<file path="src/shared/frsr_pkg.sv">
// Overview of operation
// input register at 3F7 is read only
// AT mode: bits 0 to 6 read zero
// bit 7: inverted change pin or forced value
// second-gen bit 0 low at fast rates
// rate bits survive soft reset, hard reset 250K
// second-gen bits 3-6 ones, 1-2 rate
// model-30 bit 2 precomp, bits 0-1 rate
// model-30 bit 3 mirrors transfer gate
// model-30 bits 4-6 zero, reset value 0x02
// write 3F7 loads rate bits, reset 10
// host writes zero to reserved bits
// model-30 bit 2 stored, survives soft reset
// density pin high on hard reset only; the code also drives it high after a write of 500K or 1M
// status bytes returned in result phase
// status0 bits 7:6 termination code
// status0 bit 5 positioning done
// status0 bit 4 drive fault
// status0 bit 3 always zero
// status0 bit 2 head, bits 1:0 unit
// external mode input selects read layout
// rate codes 00 500K 01 300K 10 250K 11 1M
package frsr_pkg;
    localparam logic [9:0] ADDR_INPUT_CONFIG = 10'h3F7;
    localparam logic [9:0] ADDR_DATA         = 10'h3F5;
    localparam logic [1:0] RATE_500K         = 2'h0;
    localparam logic [1:0] RATE_300K         = 2'h1;
    localparam logic [1:0] RATE_250K         = 2'h2;
    localparam logic [1:0] RATE_1M           = 2'h3;
    localparam logic [1:0] RATE_RESET        = RATE_250K;
    localparam logic       DENSITY_RESET     = 1'h1;
    localparam logic       PRECOMP_RESET     = 1'h0;
    localparam int         BIT_CHANGE        = 7;
    localparam int         BIT_GATE          = 3;
    localparam int         BIT_PRECOMP       = 2;
    localparam int         BIT_SECOND_RATE   = 1;
    localparam logic [3:0] SECOND_GEN_ONES   = 4'hF;
    localparam int         RECAL_STEP_LIMIT  = 80;
    localparam logic [1:0] TERM_NORMAL       = 2'h0;
    localparam logic [1:0] TERM_ABNORMAL     = 2'h1;
    localparam logic [1:0] TERM_INVALID      = 2'h2;
    localparam logic [1:0] TERM_POLLING      = 2'h3;
    localparam logic [7:0] READ_IDLE         = 8'h00;
    typedef enum logic [1:0] {
        FRSR_MODE_AT,
        FRSR_MODE_SECOND_GEN,
        FRSR_MODE_MODEL30,
        FRSR_MODE_SPARE
    } frsr_mode_t;
endpackage : frsr_pkg

</file>
<file path="src/design/frsr_sync.sv">
`timescale 1ns/100ps
// two-flop synchroniser for cable pins
module frsr_sync #(
    parameter int WIDTH = 1
) (
    input  wire logic             i_clock,
    input  wire logic             i_resetn,
    input  wire logic [WIDTH-1:0] i_async,
    output logic      [WIDTH-1:0] o_sync
);
    logic [WIDTH-1:0] meta_ff;
    logic [WIDTH-1:0] sync_ff;

    always_ff @(posedge i_clock or negedge i_resetn) begin
        if (!i_resetn) begin
            meta_ff <= '0;
            sync_ff <= '0;
        end else begin
            meta_ff <= i_async;
            sync_ff <= meta_ff;
        end
    end

    assign o_sync = sync_ff;
endmodule : frsr_sync

</file>
<file path="src/design/frsr_recal_watch.sv">
`timescale 1ns/100ps
// counts recalibrate steps and flags a drive that never reports track zero
module frsr_recal_watch
    import frsr_pkg::*;
#(
    parameter int STEP_LIMIT = RECAL_STEP_LIMIT
) (
    input  wire logic i_clock,
    input  wire logic i_resetn,
    input  wire logic i_recal_start,
    input  wire logic i_step_pulse,
    input  wire logic i_track_zero,
    output logic      o_fault
);
    logic [7:0] steps_ff;
    logic       active_ff;
    logic       fault_ff;
    logic       limit_hit;

    assign limit_hit = (steps_ff == 8'(STEP_LIMIT));

    always_ff @(posedge i_clock or negedge i_resetn) begin
        if (!i_resetn) begin
            steps_ff  <= 8'h00;
            active_ff <= 1'b0;
            fault_ff  <= 1'b0;
        end else if (i_recal_start) begin
            steps_ff  <= 8'h00;
            active_ff <= 1'b1;
            fault_ff  <= 1'b0;
        end else if (active_ff) begin
            if (i_track_zero) begin
                active_ff <= 1'b0;
            end else if (limit_hit) begin
                active_ff <= 1'b0;
                fault_ff  <= 1'b1;
            end else if (i_step_pulse) begin
                steps_ff <= steps_ff + 8'h01;
            end
        end
    end

    assign o_fault = fault_ff;
endmodule : frsr_recal_watch

</file>
<file path="src/design/frsr_regs.sv">
`timescale 1ns/100ps
// rate/configuration write register, input status read register and
// first result status byte of the floppy controller host port
module frsr_regs
    import frsr_pkg::*;
#(
    parameter int STEP_LIMIT = RECAL_STEP_LIMIT
) (
    input  wire logic       i_clock,
    input  wire logic       i_resetn,
    // software reset from the output or rate control registers
    input  wire logic       i_soft_reset,
    // compatibility layout, from configuration outside this block
    input  wire logic [1:0] i_compat_mode,
    // host i/o port
    input  wire logic [9:0] i_io_addr,
    input  wire logic       i_io_rd,
    input  wire logic       i_io_wr,
    input  wire logic [7:0] i_io_wdata,
    output logic      [7:0] o_io_rdata,
    output logic            o_io_rvalid,
    // drive cable, active-low change line and track zero
    input  wire logic       i_media_changed_n,
    input  wire logic       i_track_zero_pin,
    // runtime force-change register
    input  wire logic       i_force_change_en,
    input  wire logic       i_force_change_val,
    // gate bit of the output control register
    input  wire logic       i_transfer_gate_on,
    // command engine
    input  wire logic       i_result_phase,
    input  wire logic       i_cmd_done,
    input  wire logic [1:0] i_termination_code,
    input  wire logic       i_seek_complete,
    input  wire logic       i_recal_start,
    input  wire logic       i_step_pulse,
    input  wire logic       i_outward_past_zero,
    input  wire logic       i_head,
    input  wire logic [1:0] i_unit_number,
    // outputs to the data path and drive
    output logic      [1:0] o_rate_pick,
    output logic            o_skip_precomp_flag,
    output logic            o_density_pin,
    output logic      [7:0] o_status_zero
);

    // synchronised cable pins
    logic       media_changed_n_s;
    logic       track_zero_s;

    // stored state
    logic [1:0] rate_ff;
    logic       precomp_ff;
    logic       density_ff;
    logic [7:0] status_zero_ff;
    logic       seek_done_ff;
    logic [7:0] rdata_ff;
    logic       rvalid_ff;

    // next values
    logic [1:0] nxt_rate;
    logic       nxt_precomp;
    logic       nxt_density;
    logic [7:0] nxt_status_zero;
    logic       nxt_seek_done;
    logic [7:0] nxt_rdata;

    // decode and selection
    frsr_mode_t mode;
    logic       hit_input_config;
    logic       hit_data;
    logic       cfg_write;
    logic       input_read;
    logic       status_read;
    logic       media_changed;
    logic       slow_rate_flag;
    logic       fast_rate;
    logic       recal_fault;
    logic       drive_fault;
    logic [7:0] input_at;
    logic [7:0] input_second_gen;
    logic [7:0] input_model30;
    logic [7:0] input_view;
    logic [7:0] status_view;

    frsr_sync #(
        .WIDTH (2)
    ) u_pin_sync (
        .i_clock  (i_clock),
        .i_resetn (i_resetn),
        .i_async  ({i_media_changed_n, i_track_zero_pin}),
        .o_sync   ({media_changed_n_s, track_zero_s})
    );

    frsr_recal_watch #(
        .STEP_LIMIT (STEP_LIMIT)
    ) u_recal_watch (
        .i_clock       (i_clock),
        .i_resetn      (i_resetn),
        .i_recal_start (i_recal_start),
        .i_step_pulse  (i_step_pulse),
        .i_track_zero  (track_zero_s),
        .o_fault       (recal_fault)
    );

    // address decode
    assign mode             = frsr_mode_t'(i_compat_mode);
    assign hit_input_config = (i_io_addr == ADDR_INPUT_CONFIG);
    assign hit_data         = (i_io_addr == ADDR_DATA);
    assign cfg_write        = i_io_wr && hit_input_config;
    assign input_read       = i_io_rd && hit_input_config;
    assign status_read      = i_io_rd && hit_data && i_result_phase;

    // change indication: cable line is active low, forcing overrides it
    assign media_changed = i_force_change_en ? i_force_change_val
                                             : !media_changed_n_s;

    // fast rates are 500K and 1M
    assign fast_rate      = (rate_ff == RATE_500K) || (rate_ff == RATE_1M);
    assign slow_rate_flag = !fast_rate;

    // three input register layouts
    assign input_at = {media_changed, 7'h00};

    assign input_second_gen = {
        media_changed,
        SECOND_GEN_ONES,
        rate_ff,
        slow_rate_flag
    };

    assign input_model30 = {
        media_changed,
        3'h0,
        i_transfer_gate_on,
        precomp_ff,
        rate_ff
    };

    // the spare mode code falls back to the AT layout
    always_comb begin
        unique case (mode)
            FRSR_MODE_SECOND_GEN: input_view = input_second_gen;
            FRSR_MODE_MODEL30:    input_view = input_model30;
            FRSR_MODE_AT:         input_view = input_at;
            FRSR_MODE_SPARE:      input_view = input_at;
        endcase
    end

    // result byte zero, bit 3 hard zero
    assign drive_fault = recal_fault || i_outward_past_zero;

    assign status_view = {
        i_termination_code,
        seek_done_ff,
        drive_fault,
        1'b0,
        i_head,
        i_unit_number
    };

    // rate bits: writes only, the soft reset leaves them alone
    always_comb begin
        nxt_rate = rate_ff;
        if (cfg_write) begin
            nxt_rate = i_io_wdata[1:0];
        end
    end

    // precompensation bit is stored in model-30 mode only;
    // elsewhere bit 2 is reserved and ignored
    always_comb begin
        nxt_precomp = precomp_ff;
        if (cfg_write && (mode == FRSR_MODE_MODEL30)) begin
            nxt_precomp = i_io_wdata[BIT_PRECOMP];
        end
    end

    // density follows the written rate; only hard reset forces it high
    always_comb begin
        nxt_density = density_ff;
        if (cfg_write) begin
            nxt_density = (i_io_wdata[1:0] == RATE_500K) ||
                          (i_io_wdata[1:0] == RATE_1M);
        end
    end

    // seek-end event is sticky until the result byte is read or a soft reset;
    // an event in a clearing cycle wins so it is not lost
    always_comb begin
        nxt_seek_done = seek_done_ff;
        if (i_seek_complete) begin
            nxt_seek_done = 1'b1;
        end else if (i_soft_reset || status_read) begin
            nxt_seek_done = 1'b0;
        end
    end

    // result byte is frozen at command end for the result phase
    always_comb begin
        nxt_status_zero = status_zero_ff;
        if (i_soft_reset) begin
            nxt_status_zero = 8'h00;
        end else if (i_cmd_done) begin
            nxt_status_zero = status_view;
        end
    end

    // read data; reads have no side effect on the configuration
    always_comb begin
        nxt_rdata = READ_IDLE;
        if (input_read) begin
            nxt_rdata = input_view;
        end else if (status_read) begin
            nxt_rdata = status_zero_ff;
        end
    end

    always_ff @(posedge i_clock or negedge i_resetn) begin
        if (!i_resetn) begin
            rate_ff    <= RATE_RESET;
            precomp_ff <= PRECOMP_RESET;
            density_ff <= DENSITY_RESET;
        end else begin
            rate_ff    <= nxt_rate;
            precomp_ff <= nxt_precomp;
            density_ff <= nxt_density;
        end
    end

    always_ff @(posedge i_clock or negedge i_resetn) begin
        if (!i_resetn) begin
            status_zero_ff <= 8'h00;
            seek_done_ff   <= 1'b0;
        end else begin
            status_zero_ff <= nxt_status_zero;
            seek_done_ff   <= nxt_seek_done;
        end
    end

    // read answer arrives one cycle after the strobe
    always_ff @(posedge i_clock or negedge i_resetn) begin
        if (!i_resetn) begin
            rdata_ff  <= READ_IDLE;
            rvalid_ff <= 1'b0;
        end else begin
            rdata_ff  <= nxt_rdata;
            rvalid_ff <= input_read || status_read;
        end
    end

    assign o_io_rdata          = rdata_ff;
    assign o_io_rvalid         = rvalid_ff;
    assign o_rate_pick         = rate_ff;
    assign o_skip_precomp_flag = precomp_ff;
    assign o_density_pin       = density_ff;
    assign o_status_zero       = status_zero_ff;

endmodule : frsr_regs

</file>
<file path="config.mk">
export PLATFORM = sky130hd
export DESIGN_NAME = frsr_regs
export DESIGN_NICKNAME = d
export VERILOG_FILES = /design/src/shared/frsr_pkg.sv /design/src/design/frsr_sync.sv /design/src/design/frsr_recal_watch.sv /design/src/design/frsr_regs.sv
export SDC_FILE = /design/constraint.sdc
export NUM_CORES = 1
export LEC_CHECK = 0
export ABC_AREA = 1
export BUFFER_PORTS_ARGS = -buffer_cell sky130_fd_sc_hd__buf_2
export CORE_UTILIZATION = 30
export DETAILED_ROUTE_END_ITERATION = 6
export HOLD_SLACK_MARGIN = 0.02
export PLACE_DENSITY = 0.48
export SETUP_SLACK_MARGIN = 0.15
export SLEW_MARGIN = 10
export SYNTH_ARGS = -nofsm -noshare
export SYNTH_HDL_FRONTEND = slang
export SYNTH_HIERARCHICAL = 1
export SYNTH_SLANG_ARGS = --single-unit
</file>
<file path="constraint.sdc">
create_clock -name i_clock -period 3.2 [get_ports i_clock]
set_input_delay 0.48 -clock i_clock [delete_from_list [all_inputs] [get_ports i_clock]]
set_output_delay 0.48 -clock i_clock [all_outputs]
set_load 0.005 [all_outputs]
</file>
Word-level counts from Yosys, hierarchy flattened
Cells that the tools add are included.
Operators by class
  multiply operators: 0
  mux-type cells: 21
  shift-type cells: 0
  $add $sub $neg: 1
  divide/modulo/power cells: 0
  order comparisons: 0
  reduce and logical (&&, ||, !) cells: 23
  equality and inequality tests: 10
  bitwise gates (word level): 0
Operators with widths (count)
  $mux W8: 9
  $pmux W8 S3: 1
  $eq A10 B10 Y1 const B: 2
  $mux W1: 11
  $reduce_bool A2 Y1: 5
  $add A8 B1 Y8 const B: 1
  $eq A2 B2 Y1 const B: 4
  $eq A8 B7 Y1 const B: 1
  $logic_not A2 Y1: 3
  $logic_and A1 B1 Y1: 5
  $logic_or A1 B1 Y1: 5
  $ne A2 B2 Y1 const B: 2
  $reduce_and A4 Y1: 1
  $reduce_and A3 Y1: 1
  $eq A2 B1 Y1 const B: 1
  $logic_not A1 Y1: 2
  $reduce_or A2 Y1: 1
Word-level totals
  bits in writable memories: 0
  bits in latches: 0
  word-level logic and storage cells: 67
  register bits: 36
  input bits: 41
  output and inout bits: 21
  memories: 0
  ROM bits: 0

Depth between registers and ports, before layout
  depth after elaboration: 6
  depth in mapped cells: 9
  depth with buffers taken out: 9

Cells and area by module
Netlist, hierarchy kept.
Modules (own cells, without submodules)
  frsr_regs: sequential area each 528.0 µm², instances 1, cells each 128, area each 1111.1 µm²
  frsr_recal_watch: sequential area each 250.2 µm², instances 1, cells each 92, area each 643.1 µm²
  frsr_sync: sequential area each 100.1 µm², instances 1, cells each 4, area each 100.1 µm²

Worst setup path after synthesis
No wires, ideal clock.
  path kind: register to register
  from: register u_recal_watch.steps_ff[0]
  to: register u_recal_watch.steps_ff[7]
  path slack: 1.928 ns
  data arrival time: 1.154 ns
  cell stages (with the launch flop): 10
  library setup time: 0.118 ns
  buffers on the path: 0
  period minus slack after synthesis: 1.272 ns
  required time: 3.082 ns
  path through: dfrtp_1 -> inv_1 -> ha_1 -> nand2_1 -> nor2_1 -> nand2_2 -> nand3_4 -> nand2_4 -> nand2_1 -> nand2_1
Between the ends
  cells in the longest elaborated chain, start to end: 6
  elaborated cells on any way between the ends: 9
  those cells by class: 1 x add/sub; 2 x eq/ne; 5 x mux; 1 x reduce/logical
Ends and longest elaborated chain
  from (decl): RTL line frsr_recal_watch.sv:15  | logic [7:0] steps_ff;
  from (signal assigned): RTL line frsr_recal_watch.sv:38  | steps_ff <= steps_ff + 8'h01;
  $add A8 B1 Y8: RTL line frsr_recal_watch.sv:38
  $mux W8: RTL line frsr_recal_watch.sv:37  | end else if (i_step_pulse) begin
  $mux W8: RTL line frsr_recal_watch.sv:34  | end else if (limit_hit) begin
  $mux W8: RTL line frsr_recal_watch.sv:32  | if (i_track_zero) begin
  $mux W8: RTL line frsr_recal_watch.sv:31  | end else if (active_ff) begin
  $mux W8: RTL line frsr_recal_watch.sv:27  | end else if (i_recal_start) begin
Parallel ways exist; a longest one is shown, timed or not. The select of a mux whose other input is x is not followed.
A chain may end at the register's enable or synchronous reset.

Worst setup path after layout
  from: register u_recal_watch.steps_ff[0]
  to: register u_recal_watch.steps_ff[4]
Same word-level chain as after synthesis.

==> flow_summary.toml <==
[outcome]
status = "finished clean"

[floorplanning]
pin_count = 62
dieArea_um2 = 6500
die_w_um = 80.62
row_count = 28
dieHeight_um = 80.62
core_um2 = 5956
initial_core_util_pct = 31.13

[sta]
fin_tns_setup_ns = 0
slew_violations = 0
finClkSkew_ns = 0.01299
worst_pin_slew_ns = 0.7890
max_freq_mhz = 685.2
rsz0062_at_grt = "no"
setup_viol = 0
min_period_ns = 1.459
whs_ns = 0.2625
hold_violations = 0
period_share_pct = 45.61
max_slew_margin_pct = 47.40

[finish]
utilization_pct = 39.20
final_cell_mix = "nand2_1 (56), buf_2 (55), dfrtp_1 (33)"
regArea_um2 = 878.3
areaGrowthSynthToFinish_pct = 25.91
multi_input_area_um2 = 812.0
stdcell_area_um2 = 2335
fill_cells = 643
layout_commonest_cell = "nand2_1"
drive_above_1_share_pct = 32.51
fin_cells = 358
nets = 325
n_antenna_cell = 0

[clock_tree]
clkLatencyLatePin_ns = 0.29
cts_root_buf = "clkbuf_8"
postCtsSetupBuffers = 0
htree_levels = 2
postCtsHoldBufs = 0
cts_buffer_depth = 2
path_clk_slew_ns = 0.08
cts_inserted_buffers = 5
clock_sinks = 35
cts_tree = "yes"
ctsResizeCount = 0

[routing]
drc_errors = 0
first_iter_violations = 59
first_pass_iters = 4
antenna_left = 0
drt_wl_total_um = 3937
routedWlPerCell_um = 11.00
vias_per_cell = 4.335
vias = 1552

[synth]
synth_cells = 224
synthArstFlopShare_pct = 100.0
ys_ff_latch = 35
synth-edff-count = 0
synth_seq_area_share_pct = 47.37
syn_nets = 267
syn-cell-area_um2 = 1854
synth_cell_type_count = 31
synthFlopType = "dfrtp_1"
yosys_warnings = 6
postSynthAreaPerCell_um2 = 8.278

[power]
leakage_nw = 1.246
power_density_nw_per_um2 = 458.4
ir_drop_mv = 0.2258

[global_routing]
grt_max_degree = 36
first_global_vias = 1495
antenna_found_initial = 0
grt_overflow = 0
gr-usage-all-layers_pct = 13.79
grt_pass1_wl_um = 6720

[worst_setup_path]
crit_path_frequent_cell = "nand2_1"
path_cells = "inv_1 -> ha_1 -> nand2_1 -> nor2_1 -> nand2_2 -> nand3_4 -> nand2_4 -> nand2_1 -> nand2_1"
worstSetupEndpointType = "register"
r2r-start = "u_recal_watch/steps_ff[0]"
r2r_cells = 9
cp_max_fo = 9
cpPeakStageDelay_ns = 0.43
worstPathRequired_ns = 3.38
r2r_setup_slack_ns = 1.74
worstPathArrival_ns = 1.64
criticalPathCategory = "register to register"
r2r-end = "u_recal_watch/steps_ff[4]"
cp.buffers_inverters = 1
cp_top_family = "simple AND/OR/NAND/NOR gates"
cp_slowest_cell = "dfrtp_1"
startpoint_type = "register"

[placement]
dpl_cell_area_um2 = 2198
port_buffers = 55
gp_congestion = 0.7223
placed_cells = 350
hpwl_um = 2944

[hold_path]
hold_path.class = "primary input to asynchronous set/reset pin"

[flow_run]
drv_cap = 0
[metrics by stage]
stage          total power, mW  worst slack, ns
3_3_place_gp            0.5960            1.700
5_1_grt                  1.123            1.618
6_report                 1.070            1.741
2_1_floorplan           0.5439            1.928
4_1_cts                  1.084            1.725
3_5_place_dp            0.5966            1.697
[power by group]
group / switching [mW] / internal (mW) / total, mW
Clock: 0.174 / 0.311 / 0.485
Sequential: 0.0134 / 0.458 / 0.472
Combinational: 0.0697 / 0.0437 / 0.113
Total: 0.257 / 0.813 / 1.07
[cells in the mapped netlist (2+ instances only)]
| master | n | area, um^2 |
|---|---|---|
| ha_1 | 2 | 25.02 |
| o21ai_1 | 15 | 75.07 |
| a21oi_1 | 3 | 15.01 |
| nand4_1 | 3 | 18.77 |
| nand2_2 | 7 | 43.79 |
| dfrtp_1 | 33 | 825.8 |
| buf_4 | 2 | 15.01 |
| nand2_1 | 56 | 210.2 |
| o22ai_1 | 3 | 18.77 |
| nor2_8 | 2 | 40.04 |
| buf_2 | 2 | 10.01 |
| nor2_4 | 3 | 33.78 |
| inv_1 | 30 | 112.6 |
| nand3_4 | 3 | 52.55 |
| o21bai_1 | 2 | 15.01 |
| o21ai_0 | 2 | 10.01 |
| clkinv_1 | 2 | 7.510 |
| xor2_1 | 2 | 17.52 |
| dfstp_2 | 2 | 52.55 |
| nor2_2 | 4 | 25.02 |
| inv_2 | 5 | 18.77 |
| nor2_1 | 15 | 56.30 |
| nand3_1 | 18 | 90.09 |
[state kept, by name, indices dropped and copies added, names as in the netlist]
signal                   cells
o_io_rdata                   8
u_recal_watch/steps_ff       8
o_status_zero                7
o_rate_pick                  2
u_pin_sync/meta_ff           2
u_pin_sync/o_sync            2
o_density_pin                1
o_io_rvalid                  1
o_skip_precomp_flag          1
seek_done_ff                 1
u_recal_watch/active_ff      1
u_recal_watch/o_fault        1
[kinds of logic after synthesis]
family / Yosys count / share of synthesized area (%)
fa+ha+maj: 2 / 1.349
buf+inv: 41 / 8.840
simple gates: 116 / 33.20
flops: 35 / 47.37
compound gates: 26 / 7.625
xor+xnor: 3 / 1.417
other cells: 1 / 0.2022
[how the worst max path moves through the flow]
stage                                      endpoint  depth (start not counted)                      start  slack (ns)
final                     u_recal_watch/steps_ff[4]                          9  u_recal_watch/steps_ff[0]        1.74
after global routing      u_recal_watch/steps_ff[2]                          9  u_recal_watch/steps_ff[0]        1.62
after CTS                 u_recal_watch/steps_ff[4]                          9  u_recal_watch/steps_ff[0]        1.72
after detailed placement  u_recal_watch/steps_ff[6]                          5              i_recal_start        1.70
after global placement    u_recal_watch/steps_ff[5]                          5              i_recal_start        1.70
after floorplan           u_recal_watch/steps_ff[7]                          9  u_recal_watch/steps_ff[0]        1.93
[per-layer routing]
layer	routed length [um]	vias up	GRT usage, %	part of all wire [%]
met4	54	0	5.357	1.4
met1	1918	691	17.82	49
met2	1772	40	21.86	45
met3	192	6	3.523	4.9
met5	0	-	0	0
li1	-	815	-	-
[final cells by class]
cell class | instances | share of cell area [%]
clock inverters | 3 | 2.894
repair buffers | 55 | 11.79
multi-input cells | 148 | 34.78
flip-flops and latches | 35 | 37.62
inverters | 37 | 5.949
clock buffers | 5 | 2.947
well taps | 75 | 4.019
[worst reg2reg max path, cell delays in order (launching register included)]
cell and delay (ns):
dfrtp_1 0.43, inv_1 0.09, ha_1 0.15, nand2_1 0.05, nor2_1 0.15, nand2_2 0.10, nand3_4 0.13, nand2_4 0.11
nand2_1 0.08, nand2_1 0.04
No activity file was read; power rests on OpenSTA's default activity.
